$ cat src/loader_pkg.sv
// Package with constants, types and decoding shared by the register initialisation loader.
// Functional notes
// - Secure-module bus address always comes from the stored configuration byte, never pins.
// - Each stored protocol holds 16 transmit bytes and 8 receive bytes.
// - Transmit CRC generator start value is taken from the stored CRC preset byte.
// - A default copy only alters read/write or dynamic bits; others stay untouched.
// - Copy source addresses depend on protocol selection and can be set by the user.
// - Stored reset bytes become the configuration after startup; rewriting them changes defaults.
// - A protocol load command overwrites registers with a selected stored protocol.
// - Reset area holds one default byte per register, in register order.
// - Page zero holds identification, version, unique number and trim values from production.
// - At startup the reset area is copied into the registers before normal operation.
// - Protocol load copies from the read-only protocol settings area.
// - Nonvolatile memory is organised in pages of 64 bytes.
package loader_pkg;

   localparam int NV_AW = 13;
   localparam int RA_W = 7;

   // Memory layout in bytes.
   localparam logic [12:0] NV_PAGE_BYTES = 13'h0040;
   localparam logic [12:0] CFG_BASE = 13'h0020;
   localparam logic [7:0] CFG_LEN = 8'h08;
   localparam logic [6:0] SAM_ADDR_OFS = 7'h02;
   localparam logic [6:0] TX_CRC_OFS = 7'h06;
   localparam logic [12:0] RESET_BASE = 13'h0040;
   localparam logic [7:0] REG_COUNT = 8'h60;
   localparam logic [12:0] RSP_BASE = 13'h1C00;
   localparam logic [7:0] RSP_TX_LEN = 8'h10;
   localparam logic [7:0] RSP_RX_LEN = 8'h08;
   localparam logic [12:0] RSP_STRIDE = 13'h0018;
   localparam logic [5:0] PROTO_COUNT = 6'h2A;
   localparam logic [6:0] TX_DST = 7'h28;
   localparam logic [6:0] RX_DST = 7'h58;

   // Register indices and stored defaults quoted for reference.
   localparam logic [6:0] BUFFER_CONTROL_IDX = 7'h02;
   localparam logic [6:0] BUFFER_THRESHOLD_IDX = 7'h03;
   localparam logic [7:0] BUFFER_CONTROL_DEFAULT = 8'h80;
   localparam logic [7:0] BUFFER_THRESHOLD_DEFAULT = 8'h05;

   // Output values after reset.
   localparam logic [6:0] SAM_ADDR_RESET = 7'h00;
   localparam logic [7:0] TX_CRC_RESET = 8'h00;

   typedef struct packed {
      logic [12:0] src;
      logic [6:0] dst;
      logic [7:0] len;
      logic to_regs;
   } copy_job_t;

   typedef struct packed {
      logic en;
      logic [6:0] addr;
      logic [7:0] data;
      logic [7:0] mask;
   } reg_write_t;

   // Writable bit mask of a register; reserved and read-only registers take no copy.
   function automatic logic [7:0] rw_mask(input logic [6:0] a);
      logic [7:0] m;
      m = 8'hFF;
      case (a)
         7'h3A: m = 8'h00;
         7'h42: m = 8'h00;
         7'h43: m = 8'h00;
         7'h49: m = 8'h00;
         default: m = (a < REG_COUNT[6:0]) ? 8'hFF : 8'h00;
      endcase
      return m;
   endfunction

endpackage

$ cat src/copy_engine.sv
// Byte copy engine that moves nonvolatile bytes into registers, one byte per step.
`timescale 1ns/1ps
module copy_engine (
   input wire logic clk_in,
   input wire logic rst_in,
   input wire logic start_in,
   input wire loader_pkg::copy_job_t job_in,
   input wire logic [7:0] nv_data_in,
   output logic busy_out,
   output logic done_out,
   output logic nv_rd_out,
   output logic [12:0] nv_addr_out,
   output loader_pkg::reg_write_t reg_wr_out,
   output logic byte_valid_out
);

   typedef enum logic [1:0] {
      EN_IDLE = 2'b00,
      EN_READ = 2'b01,
      EN_WRITE = 2'b10
   } eng_state_t;

   eng_state_t state;
   eng_state_t next_state;
   loader_pkg::copy_job_t job;
   loader_pkg::copy_job_t next_job;
   logic [7:0] idx;
   logic [7:0] next_idx;
   logic next_busy;
   logic next_done;
   logic next_rd;
   logic [12:0] next_addr;
   loader_pkg::reg_write_t next_wr;
   logic next_byte_valid;

   // Read in one step, write the returned byte in the next; the data is valid the cycle after the read.
   always_comb begin
      next_state = state;
      next_job = job;
      next_idx = idx;
      next_busy = busy_out;
      next_done = 1'b0;
      next_rd = 1'b0;
      next_addr = nv_addr_out;
      next_wr = '0;
      next_byte_valid = 1'b0;
      case (state)
         EN_IDLE: begin
            if (start_in) begin
               next_job = job_in;
               next_idx = 8'h00;
               next_busy = 1'b1;
               next_rd = 1'b1;
               next_addr = job_in.src;
               next_state = EN_READ;
            end
         end
         EN_READ: begin
            next_state = EN_WRITE;
         end
         EN_WRITE: begin
            // Each byte goes out with its writable-bit mask, so protected bits keep their value.
            next_wr.en = job.to_regs;
            next_wr.addr = job.dst + idx[6:0];
            next_wr.data = nv_data_in;
            next_wr.mask = loader_pkg::rw_mask(job.dst + idx[6:0]);
            next_byte_valid = 1'b1;
            if (idx == job.len - 8'h01) begin
               next_done = 1'b1;
               next_busy = 1'b0;
               next_state = EN_IDLE;
            end else begin
               next_idx = idx + 8'h01;
               next_rd = 1'b1;
               next_addr = nv_addr_out + 13'h0001; // One register per step, in order.
               next_state = EN_READ;
            end
         end
         default: next_state = EN_IDLE;
      endcase
   end

   // Registers of the engine.
   always_ff @(posedge clk_in) begin
      if (rst_in) begin
         state <= EN_IDLE;
         job <= '0;
         idx <= 8'h00;
         busy_out <= 1'b0;
         done_out <= 1'b0;
         nv_rd_out <= 1'b0;
         nv_addr_out <= 13'h0000;
         reg_wr_out <= '0;
         byte_valid_out <= 1'b0;
      end else begin
         state <= next_state;
         job <= next_job;
         idx <= next_idx;
         busy_out <= next_busy;
         done_out <= next_done;
         nv_rd_out <= next_rd;
         nv_addr_out <= next_addr;
         reg_wr_out <= next_wr;
         byte_valid_out <= next_byte_valid;
      end
   end

endmodule // copy_engine

$ cat src/eeprom_register_init_loader.sv
// Top of the loader: startup copy, protocol preset load and user settings copy.
`timescale 1ns/1ps
module eeprom_register_init_loader (
   input wire logic clk_in,
   input wire logic rst_in,
   input wire logic [7:0] nv_data_in,
   input wire logic protocol_preset_load_cmd_in,
   input wire logic [5:0] tx_protocol_in,
   input wire logic [5:0] rx_protocol_in,
   input wire logic user_settings_copy_cmd_in,
   input wire logic [12:0] user_src_in,
   input wire logic [6:0] user_dst_in,
   input wire logic [7:0] user_len_in,
   output logic nv_rd_out,
   output logic [12:0] nv_addr_out,
   output loader_pkg::reg_write_t reg_wr_out,
   output logic host_block_out,
   output logic [6:0] secure_module_bus_address_out,
   output logic [7:0] tx_crc_start_value_out,
   output logic cmd_done_out,
   output logic cmd_error_out
);

   typedef enum logic [2:0] {
      ST_BOOT = 3'b000,
      ST_CFG = 3'b001,
      ST_RESET_COPY = 3'b010,
      ST_RUN = 3'b011,
      ST_TX = 3'b100,
      ST_RX = 3'b101,
      ST_USER = 3'b110
   } top_state_t;

   top_state_t state;
   top_state_t next_state;
   logic start;
   logic next_start;
   loader_pkg::copy_job_t job;
   loader_pkg::copy_job_t next_job;
   logic [5:0] rx_sel;
   logic [5:0] next_rx_sel;
   logic next_block;
   logic [6:0] next_sam;
   logic [7:0] next_crc;
   logic next_cmd_done;
   logic next_cmd_error;
   logic eng_busy;
   logic eng_done;
   logic byte_valid;
   logic load_ok;
   logic user_ok;
   logic [8:0] user_end;

   // The engine's read and register write outputs are flip-flops, so they reach the top ports unchanged.
   copy_engine u_engine (
      .clk_in(clk_in),
      .rst_in(rst_in),
      .start_in(start),
      .job_in(job),
      .nv_data_in(nv_data_in),
      .busy_out(eng_busy),
      .done_out(eng_done),
      .nv_rd_out(nv_rd_out),
      .nv_addr_out(nv_addr_out),
      .reg_wr_out(reg_wr_out),
      .byte_valid_out(byte_valid)
   );

   // Protocol selections beyond the stored set are refused rather than reading past the area.
   assign load_ok = (tx_protocol_in < loader_pkg::PROTO_COUNT) && (rx_protocol_in < loader_pkg::PROTO_COUNT);
   assign user_end = {2'b00, user_dst_in} + {1'b0, user_len_in};
   assign user_ok = (user_len_in != 8'h00) && (user_end <= {1'b0, loader_pkg::REG_COUNT});

   // Sequencing of startup and commands; commands arrive only while running.
   always_comb begin
      next_state = state;
      next_start = 1'b0;
      next_job = job;
      next_rx_sel = rx_sel;
      next_sam = secure_module_bus_address_out;
      next_crc = tx_crc_start_value_out;
      next_cmd_done = 1'b0;
      next_cmd_error = 1'b0;
      case (state)
         ST_BOOT: begin
            // Configuration bytes of page zero are fetched first, but not written to registers.
            next_job = '{src: loader_pkg::CFG_BASE, dst: 7'h00, len: loader_pkg::CFG_LEN, to_regs: 1'b0};
            next_start = 1'b1;
            next_state = ST_CFG;
         end
         ST_CFG: begin
            if (byte_valid && reg_wr_out.addr == loader_pkg::SAM_ADDR_OFS) begin
               next_sam = reg_wr_out.data[6:0]; // Bus address only ever from the stored byte.
            end
            if (byte_valid && reg_wr_out.addr == loader_pkg::TX_CRC_OFS) begin
               next_crc = reg_wr_out.data; // CRC generator seed.
            end
            if (eng_done) begin
               // Reset area is copied in register order on every startup.
               next_job = '{src: loader_pkg::RESET_BASE, dst: 7'h00, len: loader_pkg::REG_COUNT, to_regs: 1'b1};
               next_start = 1'b1;
               next_state = ST_RESET_COPY;
            end
         end
         ST_RESET_COPY: begin
            if (eng_done) begin
               next_state = ST_RUN;
            end
         end
         ST_RUN: begin
            if (protocol_preset_load_cmd_in) begin
               if (load_ok) begin
                  // Transmit part first, then receive part, from the read-only area.
                  next_job.src = loader_pkg::RSP_BASE + 13'(tx_protocol_in) * loader_pkg::RSP_STRIDE;
                  next_job.dst = loader_pkg::TX_DST;
                  next_job.len = loader_pkg::RSP_TX_LEN;
                  next_job.to_regs = 1'b1;
                  next_rx_sel = rx_protocol_in;
                  next_start = 1'b1;
                  next_state = ST_TX;
               end else begin
                  next_cmd_error = 1'b1;
               end
            end else if (user_settings_copy_cmd_in) begin
               if (user_ok) begin
                  // The user chooses the source address of the copy.
                  next_job = '{src: user_src_in, dst: user_dst_in, len: user_len_in, to_regs: 1'b1};
                  next_start = 1'b1;
                  next_state = ST_USER;
               end else begin
                  next_cmd_error = 1'b1;
               end
            end
         end
         ST_TX: begin
            if (eng_done) begin
               next_job.src = loader_pkg::RSP_BASE + 13'(rx_sel) * loader_pkg::RSP_STRIDE
                  + 13'(loader_pkg::RSP_TX_LEN);
               next_job.dst = loader_pkg::RX_DST;
               next_job.len = loader_pkg::RSP_RX_LEN;
               next_job.to_regs = 1'b1;
               next_start = 1'b1;
               next_state = ST_RX;
            end
         end
         ST_RX, ST_USER: begin
            if (eng_done) begin
               next_cmd_done = 1'b1;
               next_state = ST_RUN;
            end
         end
         default: next_state = ST_BOOT;
      endcase
      // Host accesses stay blocked for the whole of any copy.
      next_block = (next_state != ST_RUN);
   end

   // Registers of the sequencer.
   always_ff @(posedge clk_in) begin
      if (rst_in) begin
         state <= ST_BOOT;
         start <= 1'b0;
         job <= '0;
         rx_sel <= 6'h00;
         host_block_out <= 1'b1;
         secure_module_bus_address_out <= loader_pkg::SAM_ADDR_RESET;
         tx_crc_start_value_out <= loader_pkg::TX_CRC_RESET;
         cmd_done_out <= 1'b0;
         cmd_error_out <= 1'b0;
      end else begin
         state <= next_state;
         start <= next_start;
         job <= next_job;
         rx_sel <= next_rx_sel;
         host_block_out <= next_block;
         secure_module_bus_address_out <= next_sam;
         tx_crc_start_value_out <= next_crc;
         cmd_done_out <= next_cmd_done;
         cmd_error_out <= next_cmd_error;
      end
   end

   // The bus address changes only when its stored byte has just been read.
   AST_SAM_FROM_NV: assert property (@(posedge clk_in) disable iff (rst_in)
      $changed(secure_module_bus_address_out) |-> $past(state) == ST_CFG && $past(byte_valid)
         && $past(reg_wr_out.addr) == loader_pkg::SAM_ADDR_OFS)
      else $error("secure module address changed without its stored byte");

   // A transmit preset writes only into the sixteen transmit registers.
   AST_TX_SPAN: assert property (@(posedge clk_in) disable iff (rst_in)
      state == ST_TX && reg_wr_out.en |-> reg_wr_out.addr >= loader_pkg::TX_DST
         && reg_wr_out.addr < loader_pkg::TX_DST + 7'h10)
      else $error("transmit preset wrote outside its registers");

   // The CRC seed changes only from its stored byte.
   AST_CRC_PRESET: assert property (@(posedge clk_in) disable iff (rst_in)
      $changed(tx_crc_start_value_out) |-> $past(byte_valid)
         && $past(reg_wr_out.addr) == loader_pkg::TX_CRC_OFS && $past(state) == ST_CFG)
      else $error("crc seed changed without its stored byte");

   // Registers 0x42 and 0x49 receive an empty write mask.
   AST_RO_MASK: assert property (@(posedge clk_in) disable iff (rst_in)
      reg_wr_out.en && (reg_wr_out.addr == 7'h49 || reg_wr_out.addr == 7'h42) |-> reg_wr_out.mask == 8'h00)
      else $error("protected register given a write mask");

   // An accepted user copy reads first from the address the user gave.
   AST_USER_SRC: assert property (@(posedge clk_in) disable iff (rst_in)
      state == ST_RUN && !protocol_preset_load_cmd_in && user_settings_copy_cmd_in && user_ok
         |=> state == ST_USER ##1 nv_rd_out && nv_addr_out == $past(user_src_in, 2))
      else $error("user copy did not start at the given address");

   // After the configuration bytes, the reset area copy begins at its base address.
   AST_BOOT_COPY: assert property (@(posedge clk_in) disable iff (rst_in)
      state == ST_CFG && eng_done |=> state == ST_RESET_COPY ##1 nv_rd_out
         && nv_addr_out == loader_pkg::RESET_BASE)
      else $error("reset area copy did not start at its base");

   // An accepted protocol load reads the selected transmit record first.
   AST_PROTO_START: assert property (@(posedge clk_in) disable iff (rst_in)
      state == ST_RUN && protocol_preset_load_cmd_in && load_ok |=> state == ST_TX ##1 nv_rd_out
         && nv_addr_out == loader_pkg::RSP_BASE + 13'($past(tx_protocol_in, 2)) * loader_pkg::RSP_STRIDE)
      else $error("protocol load read the wrong record");

   // Each reset byte lands on the register of the same position in the area.
   AST_REG_ORDER: assert property (@(posedge clk_in) disable iff (rst_in)
      state == ST_RESET_COPY && reg_wr_out.en |-> reg_wr_out.addr
         == 7'($past(nv_addr_out, 2) - loader_pkg::RESET_BASE))
      else $error("reset byte written out of register order");

   // Configuration reads stay inside page zero.
   AST_CFG_PAGE0: assert property (@(posedge clk_in) disable iff (rst_in)
      state == ST_CFG && nv_rd_out |-> nv_addr_out < loader_pkg::NV_PAGE_BYTES)
      else $error("configuration read outside page zero");

   // The host stays blocked while any copy is under way.
   AST_HOST_BLOCK: assert property (@(posedge clk_in) disable iff (rst_in)
      eng_busy |-> host_block_out)
      else $error("host unblocked during a copy");

endmodule // eeprom_register_init_loader

$ cat config.mk
export PLATFORM = sky130hd
export DESIGN_NAME = eeprom_register_init_loader
export DESIGN_NICKNAME = d
export VERILOG_FILES = /design/src/loader_pkg.sv /design/src/copy_engine.sv /design/src/eeprom_register_init_loader.sv
export SDC_FILE = /design/constraint.sdc
export NUM_CORES = 1
export LEC_CHECK = 0
export ABC_AREA = 1
export BUFFER_PORTS_ARGS = -buffer_cell sky130_fd_sc_hd__buf_2
export CAP_MARGIN = 20
export CORE_MARGIN = 8
export CORE_UTILIZATION = 57
export DETAILED_ROUTE_END_ITERATION = 10
export PLACE_DENSITY = 0.8
export SKIP_CTS_REPAIR_TIMING = 1
export SYNTH_ARGS = -nofsm -noshare
export SYNTH_HDL_FRONTEND = slang
export SYNTH_HIERARCHICAL = 1
export SYNTH_SLANG_ARGS = --single-unit
$ cat constraint.sdc
create_clock -name clk_in -period 2.61 [get_ports clk_in]
set_input_delay 0.1305 -clock clk_in [delete_from_list [all_inputs] [get_ports clk_in]]
set_output_delay 0.1305 -clock clk_in [all_outputs]
set_load 0.03 [all_outputs]
; After elaboration in Yosys (flattened, before gate mapping)
; Cells that the tools add are included.
[totals]
ff_bits = 123
in_bits = 52
wordCells = 127
out_inout_bits = 56
mem_bits_rw = 0
n_memories = 0
rom_bits = 0
latchBits = 0
[op_classes]
n_eq_ne = 23
magnitude_cmp = 4
n_mux = 40
bitwise_logic = 3
mul = 2
shift = 0
n_div = 0
reduce_logical = 22
n_addsub = 8
[ops]
columns = operator, n
row1 = $mux W29, 6
row2 = $pmux W29 S4, 1
row3 = $add A11 B12 Y13 const A, 2
row4 = $mux W13, 2
row5 = $pmux W13 S2, 1
row6 = $mux W8, 3
row7 = $eq A7 B7 Y1 const B, 3
row8 = $mux W3, 7
row9 = $mul A6 B2 Y8 const B, 2
row10 = $pmux W8 S2, 1
row11 = $pmux W3 S5, 1
row12 = $mux W1, 14
row13 = $add A13 B1 Y13 const B, 1
row14 = $add A13 B5 Y13 const B, 1
row15 = $lt A6 B6 Y1 const B, 2
row16 = $reduce_or A2 Y1, 5
row17 = $add A7 B8 Y9, 1
row18 = $eq A3 B3 Y1 const B, 3
row19 = $le A9 B7 Y1 const B, 1
row20 = $ne A3 B3 Y1 const B, 3
row21 = $add A8 B1 Y8 const B, 1
row22 = $eq A8 B8 Y1, 1
row23 = $reduce_bool A8 Y1, 1
row24 = $sub A8 B1 Y8 const B, 1
row25 = 27 further kinds, 38

; Logic depth before layout (Yosys ltp)
; Gate-level depths: netlist of the first run.
[depth]
depth_word = 8
ltp_mapped = 17
mapped_depth_nobuf = 16

; Hierarchy
; The synthesis of the first run kept the hierarchy.
[by_module_without_submodules]
columns = mod, n_inst, area_per_inst_um2, cells_per_inst, seq_area_each_um2
row1 = eeprom_register_init_loader, 1, 3558.4, 508, 1141.1
row2 = copy_engine, 1, 3216.8, 461, 1201.2

; Worst setup path before layout of the first run
; No wires, ideal clock.
[synth_path]
path_type = reg-to-reg
start = register rx_sel[1]
end = register, netlist name job[26]
arrival_time_ns = 1.939
slack_ns = 0.531
synth_period_minus_slack_ns = 2.079
path_buffers = 0
stages_incl_launch_ff = 13
cell_sequence = dfxtp_1 > ha_1 > fa_1 > ha_1 > inv_1 > nor2_1 > nand3_1 > nor2_1 > nand2_1 > nand2_1 > nand3_1 > nand3_1 > a21oi_1
[synth_lines]
columns = item, line_no
row1 = start: declaration, eeprom_register_init_loader.sv:40  ; logic [5:0] rx_sel;
row2 = start signal: assignment, eeprom_register_init_loader.sv:174  ; rx_sel <= next_rx_sel;

==> results of run 1 <==
path summary, 6_finish.rpt:
kind              cells after the start  slack [ns]                       to
setup / recovery                     12        0.36                  job[26]
hold / removal                        3        0.02                rx_sel[5]
setup reg to reg                     12        0.36                  job[26]
hold reg to reg                       2        0.43  u_engine/reg_wr_out[23]
flip-flops by register name, summed over array words and instances, names as in the netlist, 2 cells and up:
signal                         flops
job                               29
rx_sel                             6
secure_module_bus_address_out      7
state                              3
tx_crc_start_value_out             8
u_engine/idx                       8
u_engine/job                      16
u_engine/nv_addr_out              13
u_engine/reg_wr_out               17
u_engine/state                     2
through the flow:
stage | hold slack [ns] | instance area [sq um] | worst slack (ns)
final | 0.02084 | 7930 | 0.3626
after global routing | 0.01029 | 7930 | 0.2447
after CTS | -0.09049 | 7850 | 0.3839
after detailed placement | 0.3497 | 7295 | 0.3912
after global placement | 0.3434 | 7295 | 0.4212
after floorplan | 0.2427 | 6745 | 0.5309
cell type report:
type                       count  share of cell area
multi-input combinational    697              0.4738
sequential                   116              0.2928
timing repair buffer         126             0.08962
clock buffer                  19             0.05712
inverter                     108             0.05112
tap                          143             0.02256
clock inverter                13             0.01294
power groups by stage:
stage          Combinational, uW  Sequential (uW)  Clock, uW
2_1_floorplan                412             1940          0
3_3_place_gp                 591             1910          0
3_5_place_dp                 601             1910          0
4_1_cts                      608             1870       2160
5_1_grt                      698             1880       2240
6_report                     623             1870       2130
worst max-delay path, cell delays in order (launching register included):
cell	delay [ns]
dfxtp_1	0.35
ha_1	0.24
fa_1	0.53
ha_1	0.18
inv_1	0.04
nor2_1	0.13
nand3_1	0.11
nor2_1	0.18
nand2_1	0.07
nand2_1	0.07
nand3_1	0.08
nand3_1	0.08
a21oi_1	0.06
metal layers:
metal	up-vias	global-route usage
li1	3319	-
met4	0	0.09072
met5	-	0
met1	2918	0.2597
met3	32	0.06000
met2	230	0.3479
==> impl_metrics.json, run 1 <==
{
  "fin_crit_sh": 0.8611,
  "insertion_delay_ns": 0.41,
  "coreArea_sq_um": 11470,
  "die_w_um": 124.8,
  "worstHoldPathType": "primary input to flip-flop",
  "num-nets-final": 1154,
  "min_from": "rx_protocol_in[5]",
  "finalClockSkew_ns": 0.008231,
  "antenna_found_initial": 0,
  "final_max_slew_viol_count": 0,
  "grt_overflow": 0,
  "area_delta_synth_final_pct": 17.57,
  "first_pass_iters": 5,
  "clk_pin_slew_ns": 0.06,
  "rr_startpoint": "rx_sel[1]",
  "critPathLaunch": "rx_sel[1]",
  "power.leakage_uw": 0.003710,
  "cts_tree": "built",
  "syn_nets": 1054,
  "pwr-share-clk": 0.460,
  "cp.arrival_ns": 2.53,
  "grt_pass1_vias": 6116,
  "ant_nets": 0,
  "fin_crit_ns": 2.247,
  "place.port_buffers": 107,
  "syn_avg_cell_area_sq_um": 6.983,
  "p_per_area_nw_per_um2": 583.0,
  "diodes": 0,
  "fillerInstances": 942,
  "crit_path_max_fanout": 4,
  "p_seq_frac": 0.405,
  "wire_per_inst_um": 14.10,
  "setup_viol": 0,
  "hold_viol_final": 0,
  "power.switching_uw": 1310,
  "final_cells": 1222,
  "routed_wl_um": 17240,
  "required_ns": 2.89,
  "vias": 6499,
  "gp_congestion": 0.9519,
  "yosysWarningCount": 6,
  "clock_sinks": 116,
  "hpwlAfterDp_um": 12600,
  "htree_levels": 4,
  "wl_met1_um": 7676,
  "total_power_uw": 4623,
  "start_util": 0.5882,
  "p_sw_frac": 0.2833,
  "die_area_sq_um": 15570,
  "routed-wl-met2_um": 8117,
  "setup_tns_ns": 0,
  "dr_wl_met3_um": 1030,
  "cts_root_buf": "clkbuf_16",
  "intPower_uw": 3314,
  "worst_slew_pin_slew_ns": 0.8650,
  "top_layer_used": "met4",
  "avgViaCountPerCell": 5.318,
  "run_status": "complete, no violations",
  "clk_path_buf_depth": 2,
  "multi_input_area_sq_um": 3757,
  "crit_type": "flip-flop to flip-flop",
  "syn_area_sq_um": 6745,
  "die_h_um": 124.8,
  "grt_first_pass_wirelength_um": 28080,
  "startpoint_type": "flip-flop",
  "layout_common_cells": "190 x nand2_1, 124 x nor2_1, 116 x dfxtp_1, 107 x buf_2, 98 x inv_1",
  "endpoint_kind": "flip-flop",
  "grt_use_total": 0.2143,
  "drtIter0Drc": 486,
  "relSlewSlack": 0.4227,
  "final_common_cell": "nand2_1",
  "cts_buffers": 17,
  "fin_util": 0.6915,
  "peakVddDrop_uv": 597.2,
  "dp.cells": 1182,
  "pin_count": 108,
  "p_comb_frac": 0.135,
  "route.detailed.drc": 0,
  "rows": 39,
  "max_freq_mhz": 445.0,
  "cap_violations": 0,
  "syn_inst": 966,
  "seq_area_sq_um": 2322,
  "drive_above_1_share": 0.1965,
  "rsz0062_at_grt": "no",
  "grt_max_degree": 34
}
No activity file was read; power rests on OpenSTA's default activity.
==> run 2: changes to the inputs <==
Settings changed: GPL_TIMING_DRIVEN set to 0, PLACE_DENSITY 0.8 to 0.82, SYNTH_HIERARCHICAL 1 to unset.
==> run 2 against run 1 <==
  * The run now ends with hold timing left
  * Setup slack got worse by 0.039 ns
  * Power increased by 6.7%
  * Maximum frequency fell by 1.7%
  * First-iteration DRC count down 4.9%
  * Core utilization rose by 1.4 points
  * Clock power increased by 17%
  * Hold slack got worse by 0.033 ns
  * Synthesized cell count is 4.6% lower
  * Global-route usage rose by 1.8 points
  * Design area is 0.66% higher
  * Via count decreased by 0.20%
  * Register-to-register slack lost 0.04 ns
  * Critical path type unchanged
  * Largest power group unchanged
==> impl_metrics.json, run 2 <==
{
  "run_status": "finished, violations left",
  "violations": "hold timing",
  "top_register": "job",
  "route.detailed.drc": 0,
  "routed_wl_um": 17560,
  "crit_type": "flip-flop to flip-flop",
  "grt_pass1_vias": 6105,
  "die_area_sq_um": 15190,
  "reg.largest.list": "job (29), u_engine.reg_wr_out (17), u_engine.job (16)",
  "synth_top_area_frac": 0.3543,
  "cap_violations": 0,
  "syn_nets": 1010,
  "hpwlAfterDp_um": 12970,
  "largest_reg_flops": 29,
  "startpoint_type": "flip-flop",
  "ant_nets": 0,
  "yosysSeqAreaShare": 0.3543,
  "crit_path_max_fanout": 4,
  "fin_util": 0.7051,
  "die_h_um": 123.2,
  "clk_pin_slew_ns": 0.06,
  "hold_viol_final": 1,
  "cts_buffers": 17,
  "grt_max_degree": 17,
  "grt_overflow": 0,
  "pin_count": 108,
  "fin_crit_sh": 0.8760,
  "setup_tns_ns": 0,
  "start_util": 0.5789,
  "num-nets-final": 1143,
  "coreArea_sq_um": 11320,
  "worst_slew_pin_slew_ns": 0.6226,
  "max_freq_mhz": 437.4,
  "synth.area.top_cells": "dfxtp_1 35%, nand2_1 10%, nor2_1 7.6%",
  "htree_levels": 4,
  "worstHoldPathType": "primary input to flip-flop",
  "final_max_slew_viol_count": 0,
  "drive_above_1_share": 0.1919,
  "yosysMostFrequentCell": "nand2_1",
  "rsz0062_at_grt": "no",
  "cts_tree": "built",
  "clk_path_buf_depth": 2,
  "insertion_delay_ns": 0.42,
  "relSlewSlack": 0.5849,
  "fin_area_sq_um": 7983,
  "peakVddDrop_uv": 371.3,
  "synth_cell_type_count": 45,
  "final_common_cell": "nand2_1",
  "antenna_found_initial": 0,
  "post-synth-top-area-cell": "dfxtp_1",
  "cts_root_buf": "clkbuf_16",
  "required_ns": 2.89,
  "drtIter0Drc": 462,
  "clock_sinks": 116,
  "setup_viol": 0,
  "cp.arrival_ns": 2.57,
  "endpoint_kind": "flip-flop",
  "diodes": 0,
  "place.port_buffers": 106,
  "p_per_area_nw_per_um2": 617.9,
  "rows": 39,
  "avgViaCountPerCell": 5.356,
  "dpl_cell_area_sq_um": 7263,
  "synth_edf_count": 0,
  "wire_per_inst_um": 14.50,
  "ys.flop_type": "dfxtp_1",
  "grt_first_pass_wirelength_um": 28230,
  "finalClockSkew_ns": 0.008386,
  "layout_common_cells": "175 x nand2_1, 132 x nor2_1, 116 x dfxtp_1, 113 x buf_2, 80 x a21oi_1",
  "grt_use_total": 0.2324,
  "power.leakage_uw": 0.003723,
  "vias": 6486,
  "syn_area_sq_um": 6554,
  "synth_common_cells": "175 x nand2_1, 132 x nor2_1, 116 x dfxtp_1",
  "async_flop_share": 0,
  "final_cells": 1211,
  "die_w_um": 123.2,
  "syn_avg_cell_area_sq_um": 7.108,
  "yosysWarningCount": 0,
  "syn_inst": 922,
  "ys_seq_elements": 116,
  "area_delta_synth_final_pct": 21.80,
  "dp.cells": 1171,
  "gp_congestion": 0.9385,
  "fin_crit_ns": 2.286,
  "first_pass_iters": 6,
  "timing.hold.ws_ns": -0.01216
}
run 2: where the power goes:
group,switching (uW),leakage (uW),internal (uW)
clock,875,0.000303,1630
sequential,41.5,0.000940,1820
combinational,363,0.00248,207
run 2: final timing paths:
check / startpoint / end / slack [ns] / depth (start not counted)
worst max-delay path: rx_sel[1] / job[26] / 0.32 / 12
worst min-delay path: rx_protocol_in[0] / rx_sel[0] / -0.01 / 3
worst max register to register: rx_sel[1] / job[26] / 0.32 / 12
worst min register to register: u_engine.state[1] / u_engine.state[1] / 0.44 / 1
run 2: cell families after synthesis:
kind of cell / synth area share
multiplexers: 0.001527
XOR/XNOR: 0.04868
flip-flops: 0.3543
AO/OA/AOI/OAI: 0.1380
buffers and inverters: 0.09221
AND/OR/NAND/NOR: 0.2919
adder cells (fa/ha/maj): 0.07331
run 2: per-layer routing:
metal,track usage,share of wire,vias up,wire [um]
met5,0,0,-,0
met4,0.09029,0.027,0,470
met3,0.05479,0.061,40,1070
met2,0.3805,0.47,232,8245
met1,0.2907,0.44,2928,7778
li1,-,-,3286,-
run 2: cell type report:
type / count / area, sq um
inverters: 89 / 335.3
well taps: 143 / 178.9
clock buffers: 18 / 439.2
flip-flops and latches: 116 / 2322
repair buffers: 114 / 610.6
plain buffers: 47 / 269.0
clock inverters: 14 / 200.2
fillers: 927 / 3338
multi-input cells: 670 / 3627
run 2: worst max-delay path: stages (launching register included):
cell	delay (ns)
dfxtp_1	0.35
ha_1	0.25
fa_1	0.52
ha_1	0.18
inv_1	0.05
nor2_1	0.13
nand3_1	0.11
nor2_1	0.19
nand2_1	0.07
nand2_1	0.08
nand3_1	0.08
nand3_1	0.09
a21oi_1	0.06
run 2: through the flow:
stage               total power [uW]  setup slack [ns]
finish                          4932            0.3237
floorplan                       2276            0.5363
global route                    5097            0.1075
detailed placement              2442            0.3268
global placement                2433            0.3818
CTS                             4928            0.3423
